$ cat config.mk
export PLATFORM = sky130hd
export DESIGN_NAME = drive_param_bank
export DESIGN_NICKNAME = d
export VERILOG_FILES = /design/src/common/drive_regs_pkg.sv /design/src/rtl/hex_word_codec.sv /design/src/rtl/drive_param_bank.sv
export SDC_FILE = /design/constraint.sdc
export NUM_CORES = 1
export LEC_CHECK = 0
export BUFFER_PORTS_ARGS = -buffer_cell sky130_fd_sc_hd__buf_2
export CAP_MARGIN = 20
export CORE_UTILIZATION = 51
export DETAILED_ROUTE_END_ITERATION = 6
export PLACE_DENSITY_LB_ADDON = 0.25
export SYNTH_ARGS = -nofsm -noshare
export SYNTH_HDL_FRONTEND = slang
export SYNTH_SLANG_ARGS = --single-unit
$ cat constraint.sdc
create_clock -name clk_sys -period 3.5 [get_ports clk_sys]
set_clock_uncertainty 0.15 [all_clocks]
set_input_delay 0.175 -clock clk_sys [delete_from_list [all_inputs] [get_ports clk_sys]]
set_output_delay 0.175 -clock clk_sys [all_outputs]
set_load 0.005 [all_outputs]
$ cat src/common/drive_regs_pkg.sv
// shared constants, types and helpers for the drive parameter register bank
`default_nettype none
package drive_regs_pkg;

  // word layout on the link: four hex characters per 16-bit word
  localparam int WORD_W    = 16;
  localparam int HEX_CHARS = 4;

  // common-area addresses, identical on every drive model
  localparam logic [15:0] ADDR_MODEL   = 16'h0000;
  localparam logic [15:0] ADDR_RATING  = 16'h0001;
  localparam logic [15:0] ADDR_VCLASS  = 16'h0002;
  localparam logic [15:0] ADDR_VERSION = 16'h0003;
  localparam logic [15:0] ADDR_TFREQ   = 16'h0005;
  localparam logic [15:0] ADDR_CMD     = 16'h0006;
  localparam logic [15:0] ADDR_RUP     = 16'h0007;
  localparam logic [15:0] ADDR_RDN     = 16'h0008;
  localparam logic [15:0] ADDR_CURR    = 16'h0009;
  localparam logic [15:0] ADDR_OFREQ   = 16'h000A;
  localparam logic [15:0] ADDR_OVOLT   = 16'h000B;
  localparam logic [15:0] ADDR_BUSV    = 16'h000C;
  localparam logic [15:0] ADDR_OPWR    = 16'h000D;
  localparam logic [15:0] ADDR_STATE   = 16'h000E;

  // command word fields
  localparam int CMD_STOP_BIT  = 0;
  localparam int CMD_FWD_BIT   = 1;
  localparam int CMD_REV_BIT   = 2;
  localparam int CMD_FRST_BIT  = 3;
  localparam int CMD_ESTOP_BIT = 4;
  localparam int CMD_SRC_LSB   = 6;
  localparam int CMD_SRC_W     = 2;
  localparam int CMD_FSRC_LSB  = 8;
  localparam int CMD_FSRC_W    = 5;
  localparam int CMD_NETERR_BIT = 15;
  localparam logic [15:0] CMD_WR_MASK = 16'h1FDF;
  localparam logic [4:0]  FSRC_RSVD_A = 5'h14;
  localparam logic [4:0]  FSRC_RSVD_B = 5'h15;

  // operating status flags
  localparam int STATE_STOP_BIT  = 0;
  localparam int STATE_FWD_BIT   = 1;
  localparam int STATE_REV_BIT   = 2;
  localparam int STATE_TRIP_BIT  = 3;
  localparam int STATE_ACCEL_BIT = 4;
  localparam int STATE_DECEL_BIT = 5;
  localparam logic [15:0] STATE_MASK = 16'h003F;

  // valid rating codes
  localparam logic [15:0] RATING_MIN = 16'h0004;
  localparam logic [15:0] RATING_MAX = 16'h0017;

  // measurement scaling: one count in each unit
  localparam int FREQ_STEP_MHZ = 10;
  localparam int CURR_STEP_MA  = 100;
  localparam int VOLT_STEP_MV  = 100;

  localparam logic [15:0] RESET_WORD = 16'h0000;

  // answer to each access
  typedef enum logic [1:0] {
    RSP_OK            = 2'h0,
    RSP_BAD_ADDR      = 2'h1,
    RSP_BAD_VALUE     = 2'h2,
    RSP_WRITE_REFUSED = 2'h3
  } rsp_status_type;

  // bank controller states
  typedef enum logic [2:0] {
    ST_IDLE    = 3'h1,
    ST_COLLECT = 3'h2,
    ST_SEND    = 3'h4
  } bank_state_type;

  // one nibble to its upper-case ascii hex character
  function automatic logic [7:0] nib_to_ascii(input logic [3:0] n);
    nib_to_ascii = (n < 4'hA) ? (8'h30 + {4'h0, n}) : (8'h37 + {4'h0, n});
  endfunction

endpackage
`default_nettype wire

$ cat src/rtl/hex_word_codec.sv
// ascii hex character codec for one link word in each direction
`timescale 1ns/1ps
`default_nettype none
module hex_word_codec
  import drive_regs_pkg::*;
#(
  parameter int NIBBLES = HEX_CHARS
)
(
  input  wire logic                   clk_sys,
  input  wire logic                   rstn,
  input  wire logic [7:0]             rx_char,
  input  wire logic                   rx_valid,
  output logic      [4*NIBBLES-1:0]   rx_word,
  output logic                        rx_done,
  output logic                        rx_bad,
  input  wire logic                   tx_start,
  input  wire logic [4*NIBBLES-1:0]   tx_word,
  output logic      [7:0]             tx_char,
  output logic                        tx_valid,
  output logic                        tx_busy
);

  localparam int CW = (NIBBLES > 1) ? $clog2(NIBBLES) : 1;
  localparam logic [CW-1:0] CNT_LAST = CW'(NIBBLES - 1);

  // refuse widths the counters cannot serve
  if (NIBBLES < 2 || NIBBLES > 8)
  begin : g_nib_check
    $error("hex_word_codec: NIBBLES must lie in 2..8");
  end

  // bit 4 set marks a character that is not hex
  function automatic logic [4:0] ascii_to_nib(input logic [7:0] c);
    if (c >= 8'h30 && c <= 8'h39)
      ascii_to_nib = {1'b0, c[3:0]};
    else if ((c >= 8'h41 && c <= 8'h46) || (c >= 8'h61 && c <= 8'h66))
      ascii_to_nib = {1'b0, c[3:0] + 4'h9};
    else
      ascii_to_nib = 5'h10;
  endfunction

  logic [CW-1:0]          rx_cnt_reg;
  logic [4*NIBBLES-1:0]   rx_acc_reg;
  logic [CW-1:0]          tx_left_reg;
  logic [4*NIBBLES-1:0]   tx_shift_reg;

  wire  [4:0]             rx_nib  = ascii_to_nib(rx_char);
  wire  [4*NIBBLES-1:0]   rx_next = {rx_acc_reg[4*NIBBLES-5:0], rx_nib[3:0]};
  wire                    rx_last = rx_valid && !rx_nib[4] && rx_cnt_reg == CNT_LAST;

  assign tx_busy = tx_left_reg != '0;

  // decode: most significant digit arrives first; a bad character restarts the word
  always_ff @(posedge clk_sys)
  begin
    if (!rstn)
    begin
      rx_cnt_reg <= '0;
      rx_acc_reg <= '0;
      rx_word    <= '0;
      rx_done    <= 1'b0;
      rx_bad     <= 1'b0;
    end
    else
    begin
      rx_done <= rx_last;
      rx_bad  <= rx_valid && rx_nib[4];
      if (rx_valid && rx_nib[4])
        rx_cnt_reg <= '0;
      else if (rx_valid)
      begin
        rx_acc_reg <= rx_next;
        rx_cnt_reg <= rx_last ? '0 : rx_cnt_reg + 1'b1;
      end
      if (rx_last)
        rx_word <= rx_next;
    end
  end

  // encode: one character per cycle, most significant digit first
  always_ff @(posedge clk_sys)
  begin
    if (!rstn)
    begin
      tx_left_reg  <= '0;
      tx_shift_reg <= '0;
      tx_char      <= 8'h00;
      tx_valid     <= 1'b0;
    end
    else if (tx_start && !tx_busy)
    begin
      tx_char      <= nib_to_ascii(tx_word[4*NIBBLES-1 -: 4]);
      tx_shift_reg <= {tx_word[4*NIBBLES-5:0], 4'h0};
      tx_left_reg  <= CNT_LAST;
      tx_valid     <= 1'b1;
    end
    else if (tx_busy)
    begin
      tx_char      <= nib_to_ascii(tx_shift_reg[4*NIBBLES-1 -: 4]);
      tx_shift_reg <= {tx_shift_reg[4*NIBBLES-5:0], 4'h0};
      tx_left_reg  <= tx_left_reg - 1'b1;
    end
    else
      tx_valid <= 1'b0;
  end

endmodule // hex_word_codec
`default_nettype wire

$ cat src/rtl/drive_param_bank.sv
// common parameter register bank of the drive, reached over the serial link
//
// Notes on behaviour
// common-area addresses are fixed constants, the same for every model
// rating is read-only; only codes 4 through 0x17 are accepted from firmware
// firmware version is a read-only word, 0x0100 meaning version 1.00
// fault reset pulses only on a 0 to 1 change of command bit 3
// command bits 0, 1, 2 drive stop, forward run and reverse run
// command bit 4 requests emergency stop; bit 5 is unused, reads zero
// command bits 7:6 give the run/stop source: terminal, keypad, option, link
// command bits 12:8 give the frequency source; codes 20 and 21 are refused
// command bit 15 is set whenever a network error occurs
// status word bits 0..5: stop, forward, reverse, trip, accel, decel
// frequency counts 0.01 Hz, current 0.1 A, voltage 0.1 V
// writes to read-only or run-locked words answer with a write refusal
// each word crosses the link as four hex characters, high digit first
// all words are 16 bits and clear to zero at reset
`timescale 1ns/1ps
`default_nettype none
module drive_param_bank
  import drive_regs_pkg::*;
#(
  parameter int ADDR_W = 16
)
(
  input  wire logic             clk_sys,
  input  wire logic             rstn,
  input  wire logic             cmd_valid,
  input  wire logic             cmd_write,
  input  wire logic [15:0]      cmd_addr,
  output logic                  cmd_ready,
  input  wire logic [7:0]       wr_char,
  input  wire logic             wr_char_valid,
  output logic                  rsp_valid,
  output rsp_status_type        rsp_status,
  output logic      [7:0]       rsp_char,
  output logic                  rsp_char_valid,
  input  wire logic             fw_load,
  input  wire logic [15:0]      fw_addr,
  input  wire logic [15:0]      fw_data,
  input  wire logic             net_error,
  output logic      [15:0]      target_frequency,
  output logic      [15:0]      ramp_up_time,
  output logic      [15:0]      ramp_down_time,
  output logic                  stop_cmd,
  output logic                  fwd_run_cmd,
  output logic                  rev_run_cmd,
  output logic                  fault_reset_pulse,
  output logic                  emergency_stop,
  output logic      [1:0]       run_source,
  output logic      [4:0]       freq_source,
  output logic                  net_error_flag
);

  // the address field is fixed by the link format
  if (ADDR_W != WORD_W)
  begin : g_addr_check
    $error("drive_param_bank: ADDR_W must equal the 16-bit word");
  end

  // fixed map of read-only words
  function automatic logic addr_is_ro(input logic [15:0] a);
    addr_is_ro = a inside {ADDR_MODEL, ADDR_RATING, ADDR_VCLASS, ADDR_VERSION,
                           ADDR_CURR, ADDR_OFREQ, ADDR_OVOLT, ADDR_BUSV,
                           ADDR_OPWR, ADDR_STATE};
  endfunction

  // fixed map of writable words
  function automatic logic addr_is_rw(input logic [15:0] a);
    addr_is_rw = a inside {ADDR_TFREQ, ADDR_CMD, ADDR_RUP, ADDR_RDN};
  endfunction

  bank_state_type   state_reg;
  bank_state_type   state_next;
  logic [15:0]      addr_reg;
  logic [15:0]      ro_mem [0:15];
  logic [15:0]      tfreq_reg;
  logic [15:0]      rup_reg;
  logic [15:0]      rdn_reg;
  logic [15:0]      cmd_bits_reg;
  logic             neterr_reg;
  logic             fault_reg;
  logic             ready_reg;
  logic             rsp_valid_reg;
  rsp_status_type   rsp_status_reg;
  rsp_status_type   wr_status;
  rsp_status_type   rsp_status_next;

  logic [15:0]      rx_word;
  logic             rx_done;
  logic             rx_bad;
  logic             tx_busy;
  logic [7:0]       tx_char;
  logic             tx_valid;

  // request acceptance and read classification
  wire  take_cmd  = cmd_valid && state_reg == ST_IDLE;
  wire  cmd_map   = addr_is_ro(cmd_addr) || addr_is_rw(cmd_addr);
  wire  read_ok   = take_cmd && !cmd_write && cmd_map;
  wire  read_bad  = take_cmd && !cmd_write && !cmd_map;
  wire  collect   = state_reg == ST_COLLECT;
  wire  rx_feed   = wr_char_valid && collect && !rx_done;

  // status flags that gate the run lock
  wire  [15:0] state_word = ro_mem[ADDR_STATE[3:0]];
  wire  running = state_word[STATE_FWD_BIT] || state_word[STATE_REV_BIT];

  // bit 5 and bits 14:13 always read back as zero
  wire  [15:0] cmd_readback = cmd_bits_reg | {neterr_reg, 15'h0000};

  // read selection; words outside the map read as zero
  wire  [15:0] rd_word = (cmd_addr == ADDR_TFREQ) ? tfreq_reg :
                         (cmd_addr == ADDR_CMD)   ? cmd_readback :
                         (cmd_addr == ADDR_RUP)   ? rup_reg :
                         (cmd_addr == ADDR_RDN)   ? rdn_reg :
                         addr_is_ro(cmd_addr)     ? ro_mem[cmd_addr[3:0]] :
                                                    RESET_WORD;

  // write classification once the fourth character has been decoded
  wire  wr_map    = addr_is_ro(addr_reg) || addr_is_rw(addr_reg);
  wire  ramp_addr = addr_reg == ADDR_RUP || addr_reg == ADDR_RDN;
  wire  [4:0] wr_fsrc = rx_word[CMD_FSRC_LSB +: CMD_FSRC_W];
  wire  fsrc_rsvd = wr_fsrc == FSRC_RSVD_A || wr_fsrc == FSRC_RSVD_B;

  // read-only words and ramp times during run refuse the write
  // reserved frequency sources are an illegal value
  assign wr_status = !wr_map                          ? RSP_BAD_ADDR :
                     addr_is_ro(addr_reg)             ? RSP_WRITE_REFUSED :
                     (ramp_addr && running)           ? RSP_WRITE_REFUSED :
                     (addr_reg == ADDR_CMD && fsrc_rsvd) ? RSP_BAD_VALUE :
                                                         RSP_OK;

  wire  wr_commit  = rx_done && collect && wr_status == RSP_OK;
  wire  cmd_commit = wr_commit && addr_reg == ADDR_CMD;

  // only a rising fault-reset bit makes a pulse
  wire  fault_next = cmd_commit && rx_word[CMD_FRST_BIT] && !cmd_bits_reg[CMD_FRST_BIT];

  // a new error wins over a clearing write in the same cycle
  wire  neterr_next = net_error ||
                      (neterr_reg && !(cmd_commit && !rx_word[CMD_NETERR_BIT]));

  // answer selection for every kind of access
  wire  rsp_valid_next = read_ok || read_bad || (collect && (rx_done || rx_bad));
  assign rsp_status_next = read_bad ? RSP_BAD_ADDR :
                           rx_bad   ? RSP_BAD_VALUE :
                           rx_done  ? wr_status :
                                      RSP_OK;

  // firmware loading of the read-only words
  wire  fw_ro     = fw_load && addr_is_ro(fw_addr);
  // rating codes outside the valid range are dropped
  wire  rating_ok = fw_addr != ADDR_RATING ||
                    (fw_data >= RATING_MIN && fw_data <= RATING_MAX);
  // only the six status flags are kept
  wire  [15:0] fw_word = (fw_addr == ADDR_STATE) ? (fw_data & STATE_MASK) : fw_data;

  // controller sequencing
  always_comb
  begin
    state_next = state_reg;
    case (state_reg)
      ST_IDLE:
      begin
        if (read_ok)
          state_next = ST_SEND;
        else if (take_cmd && cmd_write)
          state_next = ST_COLLECT;
      end
      ST_COLLECT:
      begin
        if (rx_done || rx_bad)
          state_next = ST_IDLE;
      end
      ST_SEND:
      begin
        if (!tx_busy)
          state_next = ST_IDLE;
      end
      default:
        state_next = ST_IDLE;
    endcase
  end

  // link words pass through the hex codec
  hex_word_codec #(
    .NIBBLES (HEX_CHARS)
  ) u_codec (
    .clk_sys  (clk_sys),
    .rstn     (rstn),
    .rx_char  (wr_char),
    .rx_valid (rx_feed),
    .rx_word  (rx_word),
    .rx_done  (rx_done),
    .rx_bad   (rx_bad),
    .tx_start (read_ok),
    .tx_word  (rd_word),
    .tx_char  (tx_char),
    .tx_valid (tx_valid),
    .tx_busy  (tx_busy)
  );

  // control state and answers
  always_ff @(posedge clk_sys)
  begin
    if (!rstn)
    begin
      state_reg      <= ST_IDLE;
      addr_reg       <= RESET_WORD;
      ready_reg      <= 1'b1;
      rsp_valid_reg  <= 1'b0;
      rsp_status_reg <= RSP_OK;
      fault_reg      <= 1'b0;
      neterr_reg     <= 1'b0;
    end
    else
    begin
      state_reg      <= state_next;
      ready_reg      <= state_next == ST_IDLE;
      rsp_valid_reg  <= rsp_valid_next;
      rsp_status_reg <= rsp_status_next;
      fault_reg      <= fault_next;
      neterr_reg     <= neterr_next;
      if (take_cmd)
        addr_reg <= cmd_addr;
    end
  end

  // writable words clear at reset and change only on an accepted write
  always_ff @(posedge clk_sys)
  begin
    if (!rstn)
    begin
      tfreq_reg    <= RESET_WORD;
      rup_reg      <= RESET_WORD;
      rdn_reg      <= RESET_WORD;
      cmd_bits_reg <= RESET_WORD;
    end
    else if (wr_commit)
    begin
      if (addr_reg == ADDR_TFREQ)
        tfreq_reg <= rx_word;
      if (addr_reg == ADDR_RUP)
        rup_reg <= rx_word;
      if (addr_reg == ADDR_RDN)
        rdn_reg <= rx_word;
      if (cmd_commit)
        cmd_bits_reg <= rx_word & CMD_WR_MASK;
    end
  end

  // read-only words clear at reset until firmware loads them
  // values arrive already scaled in link counts
  always_ff @(posedge clk_sys)
  begin
    if (!rstn)
    begin
      for (int i = 0; i < 16; i++)
        ro_mem[i] <= RESET_WORD;
    end
    else if (fw_ro && rating_ok)
      ro_mem[fw_addr[3:0]] <= fw_word;
  end

  // outputs taken straight from their flip-flops
  // run commands from the command word
  assign stop_cmd          = cmd_bits_reg[CMD_STOP_BIT];
  assign fwd_run_cmd       = cmd_bits_reg[CMD_FWD_BIT];
  assign rev_run_cmd       = cmd_bits_reg[CMD_REV_BIT];
  // emergency stop request
  assign emergency_stop    = cmd_bits_reg[CMD_ESTOP_BIT];
  // run/stop command source field
  assign run_source        = cmd_bits_reg[CMD_SRC_LSB +: CMD_SRC_W];
  assign freq_source       = cmd_bits_reg[CMD_FSRC_LSB +: CMD_FSRC_W];
  assign fault_reset_pulse = fault_reg;
  assign net_error_flag    = neterr_reg;
  assign target_frequency  = tfreq_reg;
  assign ramp_up_time      = rup_reg;
  assign ramp_down_time    = rdn_reg;
  assign cmd_ready         = ready_reg;
  assign rsp_valid         = rsp_valid_reg;
  assign rsp_status        = rsp_status_reg;
  assign rsp_char          = tx_char;
  assign rsp_char_valid    = tx_valid;
endmodule // drive_param_bank
`default_nettype wire

==> metrics <==
status finished, final reports clean; first-pass GRT wire length 64.2 mm; Synth top area share 0.425; routed length per instance 21.0 um; EDFF count, synth 224; CP max stage delay 0.60 ns; placed wire-length estimate 29.3 mm; synth top area cells edfxtp_1 (43%), dfxtp_1 (18%), mux4_2 (8.0%); hold_buf cts 28; share of layout cells above drive strength 1 0.205; reg-to-reg setup timing slack 0.79 ns; Setup crit end kind flop; total grt overflow 0; CTS Buffer Depth 3; fin cells 2,017; root buffer cell clkbuf_16; ANT nets after route 0; Tcrit/Tclk final 0.874; final hold slack 0.0370 ns; crit path DAT 3.33 ns; Synth Instances 1,345; Clock transition at path regs 0.06 ns; Synth Area per Inst 11.8 um^2; Post-Place Cells 1,915; max-slew violation count 0; synth warn 0; CP dominant cell by count nor4_1; initial antenna violation count 1; unrepaired setup endpoints after global routing no; leakage 7.21 nW; Slew headroom 0.390; top_reg_cell synth edfxtp_1; sequential area share after synthesis 0.601; Total Routing Usage GR 0.269; cell area after synthesis 0.0158 mm^2; setup tns final 0 ns; DRT Pass-1 Iters 5; commonest cells in the netlist edfxtp_1 (224), nand2_1 (186), nor2_1 (166); #FFs+latches synth 363; Num Clock Sinks 363; Area Growth Syn to Fin 19.3%; slowest library cell on the worst path nor4_1; critical path type in2reg; Rows 64; max reg flops 224; via count 11,700; DRC 0; Port Buffers 135; Via density 5.79; Ports 137; post-layout instance area 0.0189 mm^2; register with the most flip-flops ro_mem; drt total wl 42.4 mm; Fin. Hold Viols 0; FMAX 0.327 GHz; cells along the critical path dlygate4sd3_1, buf_2, nor4_1, nand4_1, nor4_1, o21ai_0, or4_1, a311oi_1; post-synth top area cell edfxtp_1; CTS Buf Count 40; pin count of the biggest net entering global routing 84; critical path peak fanout 4; Die Height 178 um; net count reported at finish 1,660; postcts setup bufs 0; final-report setup violation count 0; count leader, synth edfxtp_1; FFs w/ async S/R, synth 0; Final Wtd Congestion 0.904; peak supply drop 0.378 mV; vias in the first global route 11,400; Final Critical Period 3.06 ns; Initial Util 0.517; CTS tree built; PD cells 532 mW/mm^2; Layout Utilization 0.617; ANT cells 0; Skew-Pair Late Insertion Delay 0.53 ns; Crit path required time 3.77 ns; core box area 0.0306 mm^2; Resize count post-CTS 0; Max Cap Viol 0; worst slew pin tran 0.913 ns; Hold Crit Class in2reg; die width 178 um; Placed Instance Area 0.0173 mm^2; library cells used by synthesis 72; Layout fillers 2,424; Worst setup SP type input port; # H-tree levels 2; Starting DRT DRC Count 1,248; die area 0.0317 mm^2
==> where the power goes <==
group	total [mW]	internal [mW]	switching, mW	leakage [nW]
registers	4.93	4.81	0.123	3.28
clock network	4.09	2.40	1.69	0.646
logic	1.02	0.411	0.612	3.29
==> routing by layer <==
metal  up-vias  GRT usage  wire, um
li1       5354          -         -
met1      5653      0.352     17100
met2       571      0.453     20700
met3       102     0.0418      3290
met4         2     0.0954      1300
met5         -          0        13
==> cells in the final DEF (no fill, tap or decap), drive strengths merged, types with 13 or more instances in the layout <==
| cell type | count |
|---|---|
| mux4 | 56 |
| clkbuf | 55 |
| and3 | 33 |
| a21oi | 87 |
| nor4 | 17 |
| dfxtp | 139 |
| nor3 | 13 |
| nand3 | 13 |
| buf | 182 |
| nand2 | 186 |
| nor2b | 13 |
| dlygate4sd3 | 28 |
| a31oi | 15 |
| edfxtp | 224 |
| inv | 20 |
| conb | 86 |
| and2 | 39 |
| o21ai | 35 |
| mux2i | 43 |
| clkinv | 15 |
| a22oi | 13 |
| nor2 | 166 |
| a211oi | 16 |
==> worst paths after layout <==
kind / end / cells after the start / start
hold reg to reg: addr_reg[4] / 2 / addr_reg[4]
hold / removal: addr_reg[3] / 3 / cmd_addr[3]
setup / recovery: u_codec.tx_char[3] / 8 / cmd_addr[10]
setup reg to reg: ramp_up_time[15] / 7 / addr_reg[0]
==> critical path, delay by kind of cell <==
family                 cells  cell delay, ns
AOI/OAI and AO/OA          2            0.55
and+or+nand+nor            4            1.93
buffers and inverters      2            0.67
==> final cells by class <==
| type | count | area, um^2 | area share |
|---|---|---|---|
| Sequential cell | 363 | 9510 | 0.504 |
| Timing Repair Buffer | 210 | 1340 | 0.0709 |
| Tap cell | 396 | 495 | 0.0263 |
| Clock buffer | 55 | 1150 | 0.0611 |
| Clock inverter | 19 | 145 | 0.00769 |
| Inverter | 19 | 73.8 | 0.00391 |
| Multi-Input combinational cell | 955 | 6150 | 0.326 |
==> stage by stage <==
step	power (mW)	worst slack, ns
3_5_place_dp	6.00	0.477
5_1_grt	10.4	0.229
3_3_place_gp	5.98	0.537
4_1_cts	10.1	0.479
2_1_floorplan	5.63	0.590
6_report	10.0	0.441
==> logic make-up after synthesis <==
family	Yosys count	share of synthesized area
compound gates	220	0.0877
xor+xnor	5	0.00277
fa+ha+maj	8	0.00633
buf+inv	112	0.0321
flops	363	0.601
mux	106	0.112
other cells	1	0.000237
simple gates	530	0.158
Power figures use the tool's default switching activity.
